`config.mk`:
```
export PLATFORM = sky130hd
export DESIGN_NAME = csm_startup
export DESIGN_NICKNAME = d
export VERILOG_FILES = /design/src/csm_pkg.sv /design/src/csm_rate_div.sv /design/src/csm_startup.sv
export VERILOG_INCLUDE_DIRS = /design/src
export SDC_FILE = /design/constraint.sdc
export NUM_CORES = 1
export LEC_CHECK = 0
export ABC_CLOCK_PERIOD_IN_PS = 12300
export BUFFER_PORTS_ARGS = -buffer_cell sky130_fd_sc_hd__clkbuf_2
export CORE_MARGIN = 2
export CORE_UTILIZATION = 55
export CTS_CLUSTER_DIAMETER = 60
export CTS_CLUSTER_SIZE = 30
export DETAILED_ROUTE_END_ITERATION = 6
export PLACE_DENSITY = 0.8
export RECOVER_POWER = 25
export SYNTH_ARGS = -nofsm -noshare
export SYNTH_HDL_FRONTEND = slang
export SYNTH_SLANG_ARGS = --single-unit
```
`constraint.sdc`:
```
create_clock -name sys_clk -period 12.3 [get_ports sys_clk]
set_input_delay 1.845 -clock sys_clk [delete_from_list [all_inputs] [get_ports sys_clk]]
set_output_delay 1.845 -clock sys_clk [all_outputs]
set_load 0.005 [all_outputs]
```
`src/csm_consts.svh`:
```
// Constants for the configuration startup and reload sequencer
`ifndef CSM_CONSTS_SVH
`define CSM_CONSTS_SVH

// ==================================================================
// Clock and timing
`define CSM_CLK_MHZ        100
`define CSM_TRIG_LOW_NS    300
`define CSM_TRIG_CYC       ((`CSM_TRIG_LOW_NS*`CSM_CLK_MHZ+999)/1000)
`define CSM_PROG_LOW_NS    500
`define CSM_PROG_CYC       ((`CSM_PROG_LOW_NS*`CSM_CLK_MHZ+999)/1000)
`define CSM_CLEAR_CYC      64

// ==================================================================
// Option encodings and defaults
`define CSM_PHASE_KEEP     3'h0
`define CSM_PHASE_DONE     3'h7
`define CSM_LOCK_NO_LOCK_WAIT    3'h7
`define CSM_DEF_DONE_PH    3'h4
`define CSM_DEF_GWE_PH     3'h6
`define CSM_DEF_GTS_PH     3'h5
`define CSM_LAST_PHASE     3'h7
`define CSM_RATE_LOWEST    3'h0
`define CSM_RATE_TOP       3'h5
`define CSM_USER_ID_RST    32'hFFFFFFFF
`define CSM_SEC_NONE       2'h0
`define CSM_SEC_LEVEL2     2'h2
`define CSM_CLKSEL_CFG     2'h0
`define CSM_CLKSEL_APP     2'h1
`define CSM_CLKSEL_JTAG    2'h2

`endif

```
`src/csm_pkg.sv`:
```
// Types shared by the startup sequencer files
package csm_pkg;

  // Sequencer states
  typedef enum logic [2:0] {
    CSM_CLEAR,
    CSM_LOAD,
    CSM_STARTUP,
    CSM_USER,
    CSM_ERROR
  } csm_state_t;

  // Options delivered with the configuration image
  typedef struct packed {
    logic [2:0]  oscillator_rate_option;
    logic [1:0]  sequencer_clock_select;
    logic [2:0]  done_phase_select;
    logic [2:0]  write_enable_phase_select;
    logic [2:0]  io_release_phase_select;
    logic [2:0]  lock_wait_phase_select;
    logic        done_active_drive;
    logic        done_input_pipeline;
    logic        crc_check_en;
    logic [1:0]  security_level;
    logic        persist;
    logic        reload_en;
    logic [31:0] user_identifier;
  } csm_opt_t;

  // Flash control outputs
  typedef struct packed {
    logic [2:0] flash_ctrl_low;
    logic       flash_ctrl_high;
  } csm_flash_t;

endpackage

```
`src/csm_rate_div.sv`:
```
// Configuration clock rate divider producing a one-cycle enable
`timescale 1ns/100ps
`include "csm_consts.svh"

module csm_rate_div
  import csm_pkg::*;
(
  input  wire logic       sys_clk,  // System clock
  input  wire logic       rst,      // Async reset
  input  wire logic [2:0] rate,     // Rate code, 0 lowest
  output logic            tick_ff   // One-cycle config clock enable
);

  logic [6:0] cnt_ff;
  logic [6:0] nxt_cnt;
  logic       nxt_tick;

  // Divisors for 1, 3, 6, 12, 25, 50 MHz from the system clock
  function automatic logic [6:0] div_of(input logic [2:0] r);
    case (r)
      3'h1:    div_of = 7'h21;
      3'h2:    div_of = 7'h10;
      3'h3:    div_of = 7'h08;
      3'h4:    div_of = 7'h04;
      3'h5:    div_of = 7'h02;
      default: div_of = 7'h64;
    endcase
  endfunction

  // ==================================================================
  // Counter next value
  always_comb begin
    nxt_cnt  = cnt_ff + 7'h01;
    nxt_tick = 1'b0;
    if (cnt_ff >= div_of(rate) - 7'h01) begin
      nxt_cnt  = 7'h00;
      nxt_tick = 1'b1;
    end
  end

  // Counter registers
  always_ff @(posedge sys_clk or posedge rst) begin
    if (rst) begin
      cnt_ff  <= 7'h00;
      tick_ff <= 1'b0;
    end else begin
      cnt_ff  <= nxt_cnt;
      tick_ff <= nxt_tick;
    end
  end

  // Enable always arrives within the slowest divisor
  property p_tick_period;
    @(posedge sys_clk) disable iff (rst)
      tick_ff |-> ##[1:100] tick_ff;
  endproperty
  a_tick_period: assert property (p_tick_period)
    else $error("config clock enable missing");

endmodule

```
`src/csm_startup.sv`:
```
// Configuration completion, startup sequencer and reload trigger
// Functional notes
// - Qualified trigger release reloads from opposite end
// - Reload off by default, parallel flash single device
// - Reload drives config pins, no program pulse
// - Program request overrides reload, uses mode pin end
// - Oscillator starts lowest, then loaded rate
// - Startup clock: config, application or JTAG clock
// - Done release phase selectable, default four
// - Write enable phase selectable, default six
// - Write enable option waits for done high
// - I/O release phase selectable, default five
// - I/O release option waits for done high
// - Keep setting retains previous write enable and I/O release phase choice
// - Optional stall at phase until clock managers lock
// - Done released to pull-up or driven high
// - Done pipeline releases on next startup edge
// - 32-bit user identifier, default all ones
// - Security levels gate readback and partial reconfig
// - CRC error holds init low, done low
// - Persist keeps parallel config pins reserved
// - Done stays low until configuration succeeds
`timescale 1ns/100ps
`include "csm_consts.svh"

module csm_startup
  import csm_pkg::*;
#(
  parameter int CMGR_N    = 4,               // Clock manager count
  parameter int CLEAR_CYC = `CSM_CLEAR_CYC   // Memory clear cycles
)(
  input  wire logic              sys_clk,            // System clock
  input  wire logic              rst,                // Async reset
  input  wire logic              program_request_n,  // Program pin
  input  wire logic              mode_pin_zero,      // Mode pin, end sel
  input  wire logic              parallel_flash_mode,// Flash mode pins
  input  wire logic              single_device,      // No daisy chain
  input  wire logic              reload_trigger,     // App reload pulse
  input  wire logic              app_clk,            // App startup clk
  input  wire logic              jtag_clk,           // JTAG test clock
  input  wire logic              done_i,             // Done pin level
  input  wire logic [CMGR_N-1:0] cmgr_locked,        // Manager locks
  input  wire logic [CMGR_N-1:0] cmgr_wait,          // Managers to wait
  input  wire logic              load_complete,      // Image loaded
  input  wire logic              crc_error,          // Image CRC failed
  input  wire csm_opt_t          opt_in,             // Image options
  output logic                   done_o_ff,          // Done pin drive
  output logic                   done_oe_ff,         // Done pin enable
  output logic                   init_o_ff,          // Init pin drive
  output logic                   init_oe_ff,         // Init pin enable
  output logic                   global_write_enable,// Write enable
  output logic                   global_three_state, // I/O hold
  output logic                   fetch_start_ff,     // Start flash read
  output logic                   fetch_high_end_ff,  // Read high end
  output logic                   cfg_pins_oe_ff,     // Drive cfg pins
  output csm_flash_t             flash_ff,           // Flash controls
  output logic [2:0]             osc_rate_ff,        // Oscillator rate
  output logic [31:0]            user_identifier,    // JTAG user id
  output logic                   readback_en_ff,     // Readback allowed
  output logic                   partial_en_ff,      // Partial reconfig
  output logic                   port_reserved_ff    // Cfg port kept
);

  localparam logic [7:0] TRIG_CYC = 8'(`CSM_TRIG_CYC);
  localparam logic [7:0] PROG_CYC = 8'(`CSM_PROG_CYC);
  localparam logic [7:0] CLR_CYC  = 8'(CLEAR_CYC);

  // ==================================================================
  // Pin synchronisers, two flops each
  logic [6:0] s1_ff, s2_ff;
  logic       app_d_ff, jtag_d_ff;
  always_ff @(posedge sys_clk or posedge rst) begin
    if (rst) begin
      s1_ff     <= 7'h7F;
      s2_ff     <= 7'h7F;
      app_d_ff  <= 1'b1;
      jtag_d_ff <= 1'b1;
    end else begin
      s1_ff     <= {program_request_n, mode_pin_zero, reload_trigger,
                    app_clk, jtag_clk, done_i, parallel_flash_mode};
      s2_ff     <= s1_ff;
      app_d_ff  <= s2_ff[3];
      jtag_d_ff <= s2_ff[2];
    end
  end
  logic [CMGR_N-1:0] lk1_ff, lk2_ff;
  always_ff @(posedge sys_clk or posedge rst) begin
    if (rst) begin
      lk1_ff <= '0;
      lk2_ff <= '0;
    end else begin
      lk1_ff <= cmgr_locked;
      lk2_ff <= lk1_ff;
    end
  end

  logic prog_s, mode_s, trig_s, done_s, pflash_s;
  assign prog_s   = s2_ff[6];
  assign mode_s   = s2_ff[5];
  assign trig_s   = s2_ff[4];
  assign done_s   = s2_ff[1];
  assign pflash_s = s2_ff[0];

  // ==================================================================
  // Startup clock selection
  logic cfg_tick, stup_en;
  csm_rate_div u_div (
    .sys_clk (sys_clk),
    .rst     (rst),
    .rate    (osc_rate_ff),
    .tick_ff (cfg_tick)
  );
  csm_opt_t opt_ff, nxt_opt;
  always_comb begin
    unique case (opt_ff.sequencer_clock_select)
      `CSM_CLKSEL_APP:  stup_en = s2_ff[3] & ~app_d_ff;
      `CSM_CLKSEL_JTAG: stup_en = s2_ff[2] & ~jtag_d_ff;
      default:          stup_en = cfg_tick;
    endcase
  end

  // Phase reached test for 1..6 selections
  function automatic logic at_phase(input logic [2:0] sel,
                                    input logic [2:0] ph);
    at_phase = (sel != `CSM_PHASE_KEEP) && (sel != `CSM_PHASE_DONE)
               && (ph >= sel);
  endfunction

  // ==================================================================
  // Main sequencer state
  csm_state_t state_ff, nxt_state;
  logic [2:0] phase_ff, nxt_phase;
  logic [7:0] cnt_ff, nxt_cnt, prog_cnt_ff, nxt_prog_cnt;
  logic [7:0] trig_cnt_ff, nxt_trig_cnt;
  logic       trig_prev_ff, prog_prev_ff, reload_ff, nxt_reload;
  logic       gwe_ff, nxt_gwe, gts_ff, nxt_gts, rel_ff, nxt_rel;
  logic       pipe_ff, nxt_pipe, err_ff, nxt_err, end_ff, nxt_end;
  logic       nxt_fetch;
  logic [2:0] nxt_rate;
  logic       done_seen, lock_ok, trig_ok, prog_ok, adv;

  assign done_seen = opt_ff.done_input_pipeline ? pipe_ff : done_s;
  assign lock_ok   = &(lk2_ff | ~cmgr_wait);
  assign trig_ok   = trig_s & ~trig_prev_ff & (trig_cnt_ff >= TRIG_CYC);
  assign prog_ok   = prog_s & ~prog_prev_ff & (prog_cnt_ff >= PROG_CYC);

  // Next values of the sequencer
  always_comb begin
    nxt_state    = state_ff;
    nxt_phase    = phase_ff;
    nxt_cnt      = cnt_ff;
    nxt_opt      = opt_ff;
    nxt_gwe      = gwe_ff;
    nxt_gts      = gts_ff;
    nxt_rel      = rel_ff;
    nxt_pipe     = pipe_ff;
    nxt_err      = err_ff;
    nxt_end      = end_ff;
    nxt_reload   = reload_ff;
    nxt_fetch    = 1'b0;
    nxt_rate     = osc_rate_ff;
    nxt_prog_cnt = prog_s ? 8'h00 :
                   (prog_cnt_ff == 8'hFF ? prog_cnt_ff : prog_cnt_ff + 8'h01);
    nxt_trig_cnt = trig_s ? 8'h00 :
                   (trig_cnt_ff == 8'hFF ? trig_cnt_ff : trig_cnt_ff + 8'h01);
    adv          = 1'b0;
    if (prog_ok) begin
      nxt_state  = CSM_CLEAR;
      nxt_cnt    = 8'h00;
      nxt_reload = 1'b0;
      nxt_err    = 1'b0;
    end else if (!prog_s) begin
      nxt_state  = CSM_CLEAR; // Held in clear while pin stays low
      nxt_cnt    = 8'h00;
      nxt_reload = 1'b0;
    end else begin
      unique case (state_ff)
        CSM_CLEAR: begin
          nxt_cnt = cnt_ff + 8'h01;
          if (cnt_ff >= CLR_CYC) begin
            nxt_state = CSM_LOAD;
            nxt_fetch = 1'b1;
            if (!reload_ff)
              nxt_end = mode_s;
          end
        end
        CSM_LOAD: begin
          if (crc_error && opt_in.crc_check_en) begin
            nxt_state = CSM_ERROR;
            nxt_err   = 1'b1;
          end else if (load_complete) begin
            nxt_opt = opt_in;
            if (opt_in.write_enable_phase_select == `CSM_PHASE_KEEP)
              nxt_opt.write_enable_phase_select =
                opt_ff.write_enable_phase_select;
            if (opt_in.io_release_phase_select == `CSM_PHASE_KEEP)
              nxt_opt.io_release_phase_select =
                opt_ff.io_release_phase_select;
            nxt_rate  = (opt_in.oscillator_rate_option > `CSM_RATE_TOP) ?
                        `CSM_RATE_LOWEST : opt_in.oscillator_rate_option;
            nxt_state = CSM_STARTUP;
            nxt_phase = 3'h0;
          end
        end
        CSM_STARTUP: begin
          if (stup_en) begin
            nxt_pipe = done_s;
            if (!(phase_ff == opt_ff.lock_wait_phase_select &&
                  opt_ff.lock_wait_phase_select != `CSM_LOCK_NO_LOCK_WAIT &&
                  !lock_ok))
              adv = 1'b1;
            if (at_phase(opt_ff.done_phase_select, phase_ff))
              nxt_rel = 1'b1;
            if (at_phase(opt_ff.write_enable_phase_select, phase_ff) ||
                (opt_ff.write_enable_phase_select == `CSM_PHASE_DONE &&
                 done_seen))
              nxt_gwe = 1'b1;
            if (at_phase(opt_ff.io_release_phase_select, phase_ff) ||
                (opt_ff.io_release_phase_select == `CSM_PHASE_DONE &&
                 done_seen))
              nxt_gts = 1'b0;
            if (adv && phase_ff != `CSM_LAST_PHASE)
              nxt_phase = phase_ff + 3'h1;
            else if (adv && gwe_ff && !gts_ff && rel_ff)
              nxt_state = CSM_USER;
          end
        end
        CSM_USER: begin
          if (trig_ok && opt_ff.reload_en && pflash_s &&
              single_device) begin
            nxt_state  = CSM_CLEAR;
            nxt_cnt    = 8'h00;
            nxt_reload = 1'b1;
            nxt_end    = ~end_ff;
          end
        end
        CSM_ERROR: nxt_state = CSM_ERROR;
        default:   nxt_state = CSM_CLEAR;
      endcase
    end
    if (nxt_state == CSM_CLEAR) begin
      nxt_gwe  = 1'b0;
      nxt_gts  = 1'b1;
      nxt_rel  = 1'b0;
      nxt_pipe = 1'b0;
      nxt_rate = `CSM_RATE_LOWEST;
    end
  end

  // Sequencer registers
  always_ff @(posedge sys_clk or posedge rst) begin
    if (rst) begin
      state_ff     <= CSM_CLEAR;
      phase_ff     <= 3'h0;
      cnt_ff       <= 8'h00;
      prog_cnt_ff  <= 8'h00;
      trig_cnt_ff  <= 8'h00;
      trig_prev_ff <= 1'b1;
      prog_prev_ff <= 1'b1;
      opt_ff       <= '{oscillator_rate_option: `CSM_RATE_LOWEST,
                        sequencer_clock_select: `CSM_CLKSEL_CFG,
                        done_phase_select: `CSM_DEF_DONE_PH,
                        write_enable_phase_select: `CSM_DEF_GWE_PH,
                        io_release_phase_select: `CSM_DEF_GTS_PH,
                        lock_wait_phase_select: `CSM_LOCK_NO_LOCK_WAIT,
                        done_active_drive: 1'b0,
                        done_input_pipeline: 1'b0,
                        crc_check_en: 1'b1,
                        security_level: `CSM_SEC_NONE,
                        persist: 1'b0, reload_en: 1'b0,
                        user_identifier: `CSM_USER_ID_RST};
      gwe_ff       <= 1'b0;
      gts_ff       <= 1'b1;
      rel_ff       <= 1'b0;
      pipe_ff      <= 1'b0;
      err_ff       <= 1'b0;
      end_ff       <= 1'b0;
      reload_ff    <= 1'b0;
      osc_rate_ff  <= `CSM_RATE_LOWEST;
      fetch_start_ff <= 1'b0;
    end else begin
      state_ff     <= nxt_state;
      phase_ff     <= nxt_phase;
      cnt_ff       <= nxt_cnt;
      prog_cnt_ff  <= nxt_prog_cnt;
      trig_cnt_ff  <= nxt_trig_cnt;
      trig_prev_ff <= trig_s;
      prog_prev_ff <= prog_s;
      opt_ff       <= nxt_opt;
      gwe_ff       <= nxt_gwe;
      gts_ff       <= nxt_gts;
      rel_ff       <= nxt_rel;
      pipe_ff      <= nxt_pipe;
      err_ff       <= nxt_err;
      end_ff       <= nxt_end;
      reload_ff    <= nxt_reload;
      osc_rate_ff  <= nxt_rate;
      fetch_start_ff <= nxt_fetch;
    end
  end
  assign global_write_enable = gwe_ff;
  assign global_three_state  = gts_ff;
  assign user_identifier     = opt_ff.user_identifier;

  // ==================================================================
  // Pin drivers and access controls
  logic       nxt_done_o, nxt_done_oe, nxt_init_oe, nxt_pins_oe;
  logic       nxt_rb, nxt_pr, nxt_res;
  csm_flash_t nxt_flash;
  always_comb begin
    nxt_done_o  = rel_ff & opt_ff.done_active_drive;
    nxt_done_oe = ~rel_ff | opt_ff.done_active_drive;
    nxt_init_oe = (state_ff == CSM_CLEAR) | err_ff;
    nxt_pins_oe = (state_ff == CSM_LOAD);
    if (nxt_pins_oe)
      nxt_flash = '{flash_ctrl_low: 3'h0, flash_ctrl_high: 1'b1};
    else
      nxt_flash = '{flash_ctrl_low: 3'h7, flash_ctrl_high: 1'b0};
    nxt_rb      = (opt_ff.security_level == `CSM_SEC_NONE);
    nxt_pr      = (opt_ff.security_level != `CSM_SEC_LEVEL2) &
                  opt_ff.persist;
    nxt_res     = opt_ff.persist & (state_ff == CSM_USER);
  end

  // Pin driver registers
  always_ff @(posedge sys_clk or posedge rst) begin
    if (rst) begin
      done_o_ff         <= 1'b0;
      done_oe_ff        <= 1'b1;
      init_o_ff         <= 1'b0;
      init_oe_ff        <= 1'b1;
      cfg_pins_oe_ff    <= 1'b0;
      flash_ff          <= '{flash_ctrl_low: 3'h7, flash_ctrl_high: 1'b0};
      fetch_high_end_ff <= 1'b0;
      readback_en_ff    <= 1'b0;
      partial_en_ff     <= 1'b0;
      port_reserved_ff  <= 1'b0;
    end else begin
      done_o_ff         <= nxt_done_o;
      done_oe_ff        <= nxt_done_oe;
      init_o_ff         <= 1'b0;
      init_oe_ff        <= nxt_init_oe;
      cfg_pins_oe_ff    <= nxt_pins_oe;
      flash_ff          <= nxt_flash;
      fetch_high_end_ff <= end_ff;
      readback_en_ff    <= nxt_rb;
      partial_en_ff     <= nxt_pr;
      port_reserved_ff  <= nxt_res;
    end
  end

  // ==================================================================
  // Checks
  property p_reload_flip;
    @(posedge sys_clk) disable iff (rst)
      (state_ff == CSM_USER && prog_s && trig_ok && opt_ff.reload_en &&
       pflash_s && single_device) |=> (end_ff != $past(end_ff));
  endproperty
  a_reload_flip: assert property (p_reload_flip)
    else $error("reload did not flip flash end");

  property p_reload_gated;
    @(posedge sys_clk) disable iff (rst)
      (state_ff == CSM_USER && !opt_ff.reload_en && prog_s) |=>
        state_ff == CSM_USER;
  endproperty
  a_reload_gated: assert property (p_reload_gated)
    else $error("reload taken while disabled");

  property p_prog_wins;
    @(posedge sys_clk) disable iff (rst)
      prog_ok |=> (state_ff == CSM_CLEAR && !reload_ff);
  endproperty
  a_prog_wins: assert property (p_prog_wins)
    else $error("program request did not restart");

  property p_done_low;
    @(posedge sys_clk) disable iff (rst)
      (state_ff == CSM_LOAD) |=> ##1 (done_oe_ff && !done_o_ff);
  endproperty
  a_done_low: assert property (p_done_low)
    else $error("done not held low while loading");

  property p_crc_err;
    @(posedge sys_clk) disable iff (rst)
      (state_ff == CSM_LOAD && prog_s && crc_error && opt_in.crc_check_en)
        |=> ##1 (init_oe_ff && !rel_ff) [*3];
  endproperty
  a_crc_err: assert property (p_crc_err)
    else $error("crc error not reported");

  property p_one_step;
    @(posedge sys_clk) disable iff (rst)
      (state_ff == CSM_STARTUP && $past(state_ff) == CSM_STARTUP &&
       $changed(phase_ff)) |->
        (phase_ff == $past(phase_ff) + 3'h1);
  endproperty
  a_one_step: assert property (p_one_step)
    else $error("phase skipped");

  property p_lock_stall;
    @(posedge sys_clk) disable iff (rst)
      (state_ff == CSM_STARTUP && stup_en && !lock_ok &&
       opt_ff.lock_wait_phase_select != `CSM_LOCK_NO_LOCK_WAIT &&
       phase_ff == opt_ff.lock_wait_phase_select && prog_s) |=>
        $stable(phase_ff);
  endproperty
  a_lock_stall: assert property (p_lock_stall)
    else $error("phase advanced without lock");

  property p_rate_low;
    @(posedge sys_clk) disable iff (rst)
      (state_ff == CSM_CLEAR) |=> osc_rate_ff == `CSM_RATE_LOWEST;
  endproperty
  a_rate_low: assert property (p_rate_low)
    else $error("oscillator not at lowest rate");

  property p_gwe_done;
    @(posedge sys_clk) disable iff (rst)
      ($rose(gwe_ff) && opt_ff.write_enable_phase_select ==
       `CSM_PHASE_DONE) |-> $past(done_seen);
  endproperty
  a_gwe_done: assert property (p_gwe_done)
    else $error("write enable before done seen");

  c_reload: cover property (@(posedge sys_clk) disable iff (rst)
    state_ff == CSM_USER ##1 state_ff == CSM_CLEAR && reload_ff);
  c_user: cover property (@(posedge sys_clk) disable iff (rst)
    state_ff == CSM_STARTUP ##1 state_ff == CSM_USER);
  c_error: cover property (@(posedge sys_clk) disable iff (rst)
    state_ff == CSM_LOAD ##1 state_ff == CSM_ERROR);

endmodule

```
==> qor.csv <==
stage,metric,value,unit
power_and_ir_drop,Comb power frac,3.3,%
final_layout,NumNets Final,740,
power_and_ir_drop,Reg power frac,48.0,%
grt,first-pass GRT wire length,20.3,mm
outcome,failing checks,"max-capacitance violations, max-slew violations",
power_and_ir_drop,PwrDens,130,nW/µm²
sta,Slew HR,-91.5,%
final_layout,fraction of layout cells with a size suffix above 1,40.3,%
critical_path,Crit Path Category,in2async,
final_layout,Layout area overhead,15.6,%
clocking,Post-CTS Hold Buffers,0,
power_and_ir_drop,Psw,0.191,mW
flow_run,Max Cap Viol,1,
clocking,Post-CTS Setup Inserts,0,
power_and_ir_drop,VDD IR max,0.134,mV
yosys,register area share after synthesis,54.3,%
critical_path,crit-path max FO,69,
clocking,Root Driver,clkbuf_16,
clocking,CTS tree,built,
drt,drt total wl,11.9,mm
yosys,largest area contributor in the synthesized netlist,dfrtp_1,
yosys,Synth top area share,28.9,%
power_and_ir_drop,Clk network pwr share,48.7,%
floorplan,Die Span Y,112,µm
clocking,Sink Count,136,
sta,fin crit period,4060,ps
worst_hold_path,Worst Hold Class,reg2reg,
sta,max-slew violations,70,
yosys,"flops & latches, synth",136,
sta,measured slew at the worst slew-check pin,2860,ps
clocking,"Reg clk slew, reported paths",50,ps
sta,Peak Freq,246,MHz
final_layout,ant diodes,0,
floorplan,Rows,39,
sta,hold slack,346,ps
placement,Port Buffers,125,
placement,HPWL Detailed,8.48,mm
yosys,dominant cells by area after synthesis,"dfrtp_1 29%, dfstp_2 25%, mux2_2 7.6%",
critical_path,worst path arrival time,4490,ps
floorplan,initial core utilization,56.4,%
clocking,H-tree Lvls,4,
yosys,Ys Warns,0,
drt,drt first-iter violations,197,
yosys,number of synthesized flops with an enable pin,0,
clocking,CTS resizes,0,
drt,"antenna viol nets, final",0,
critical_path,crit path capture type,async pin,
grt,initial antenna violation count,1,
placement,GP Congestion,0.783,
yosys,commonest register cell after synthesis,dfrtp_1,
grt,GRT Overall Usage,20.3,%
floorplan,core area,11400,µm²
yosys,synth cell count leaders,"74 x dfrtp_1, 62 x dfstp_2, 43 x mux2_2",
yosys,top-count cell post-synth,dfrtp_1,
yosys,number of distinct library cells after synthesis,63,
drt,vias per std cell,5.45,
grt,largest net degree at the start of global routing,70,
sta,Final Cycle Share,33.0,%
floorplan,die area,12500,µm²
final_layout,sequential cell area,3480,µm²
yosys,syn nets,643,
power_and_ir_drop,Internal Power,0.774,mW
yosys,"Avg Cell Area, Syn",11.9,µm²
grt,global route overflow,0,
power_and_ir_drop,Sw Share,19.8,%
sta,endpoints failing setup,0,
outcome,status,"complete, but fails checks",
drt,DR vias,4308,
floorplan,chip width,112,µm
final_layout,multi-input combinational cell area,2470,µm²
yosys,synthesized netlist cell count,538,
grt,vias in the first global route,4427,
critical_path,Worst EP required,12730,ps
clocking,Longest Clk Path Bufs,2,
critical_path,r2r startpoint,state_ff[0],
drt,DRC Markers,0,
critical_path,crit path from,rst,
worst_hold_path,Worst Hold Launch,lk1_ff[3],
yosys,synthesized area,6410,µm²
sta,Setup Total Neg Slack,0,ps
power_and_ir_drop,leakage,3.52,nW
drt,Pre-Repair DR Iteration Count,7,
yosys,"Async S/R FF share, synth",100,%
sta,unrepaired setup endpoints after global routing,no,
sta,Fin. Hold Viols,0,
clocking,total CTS buffers,17,
drt,WL per Instance,15.1,µm
clocking,clock latency on the worst-skew pair,410,ps
final_layout,fillers,862,
critical_path,CP Launch Type,input pin,
sta,Clock Skew,6.09,ps
floorplan,Top-Level Pins,127,
-- stage by stage --
stage / total power, mW / cells / setup WS (ps) / utilization (%) / instance area [µm²]
floorplan: 0.484 / 538 / 6920 / - / 6410
global placement: 0.501 / 759 / 8580 / 60.5 / 6880
detailed placement: 0.503 / 759 / 8510 / 60.5 / 6880
CTS: 0.979 / 791 / 8930 / 65.4 / 7430
global route: 1.00 / 791 / 7640 / 65.2 / 7410
finish: 0.965 / 791 / 8240 / 65.2 / 7410
-- power groups by stage --
stage | Sequential (mW) | Combinational (mW) | Clock, mW
finish | 0.464 | 0.0315 | 0.470
global route | 0.464 | 0.0363 | 0.502
CTS | 0.464 | 0.0327 | 0.483
detailed placement | 0.470 | 0.0325 | 0
global placement | 0.470 | 0.0313 | 0
floorplan | 0.468 | 0.0157 | 0
-- state kept, by name, summed over array words and instances, names as in the netlist, 7 cells and up --
signal and cells:
s1_ff 7, u_div.cnt_ff 7, prog_cnt_ff 8, trig_cnt_ff 8, user_identifier 32, opt_ff 20, s2_ff 7, cnt_ff 8
-- layout by cell type (no fill, tap or decap), drive strengths merged, types with 2 or more instances in the layout --
cell type  netlist  final
clkbuf           5    153
dfrtp           74     74
dfstp           62     62
mux2            43     43
nor2            33     33
nand2           30     30
ha              29     29
o21ai           22     22
inv             22     21
nand3           13     13
a21oi           13     13
xor2            12     12
nor3            12     12
and3             9      9
a21o             9      9
a22o             8      8
a31oi            8      8
nand2b           8      8
nand4            8      8
xnor2            7      7
o21bai           5      5
nand3b           5      5
nor3b            5      5
a211oi           4      4
nor2b            4      4
mux2i            4      4
a41oi            4      4
or2              4      4
and4             3      3
and2             3      3
buf             45      3
or3              2      2
and3b            2      2
o2111ai          2      2
bufinv           0      2
clkinv           0      2
a311oi           2      2
-- path summary, 6_finish.rpt --
check	depth (start not counted)	slack, ps	end
max	3	8240	prog_cnt_ff[0]
min	0	350	lk2_ff[3]
max reg2reg	5	9110	opt_ff[35]
min reg2reg	0	350	lk2_ff[3]
max in group sys_clk	6	8900	opt_ff[35]
min in group asynchronous	2	2240	err_ff
-- final cells by class --
cell class | count | area share, %
flip-flops and latches | 136 | 47.0
well taps | 143 | 2.41
multi-input cells | 330 | 33.4
repair buffers | 128 | 8.73
clock inverters | 4 | 0.946
clock buffers | 28 | 6.43
inverters | 22 | 1.13
-- cells by family (layout without fill, tap and decap cells) --
| logic type | Yosys count | count (layout) | share of synthesized area (%) |
|---|---|---|---|
| flip-flops | 136 | 136 | 54.3 |
| AND/OR/NAND/NOR | 148 | 148 | 12.8 |
| adder cells (fa/ha/maj) | 29 | 29 | 5.66 |
| XOR/XNOR | 19 | 19 | 2.60 |
| AO/OA/AOI/OAI | 86 | 86 | 9.59 |
| buffers and inverters | 72 | 182 | 6.83 |
| other | 1 | 1 | 0.0585 |
| multiplexers | 47 | 47 | 8.18 |
-- per-layer routing --
metal	vias to the layer above	share of wire (%)	GRT usage (%)
met4	0	2.4	8.94
li1	2059	-	-
met5	-	0	0
met2	118	49	32.9
met3	24	5.5	6.70
met1	2107	43	25.0
-- critical path, stage by stage --
cell	delay, ps
clkbuf_1	80
clkinvlp_2	1600
buf_4	860
No activity file was read; power rests on OpenSTA's default activity.
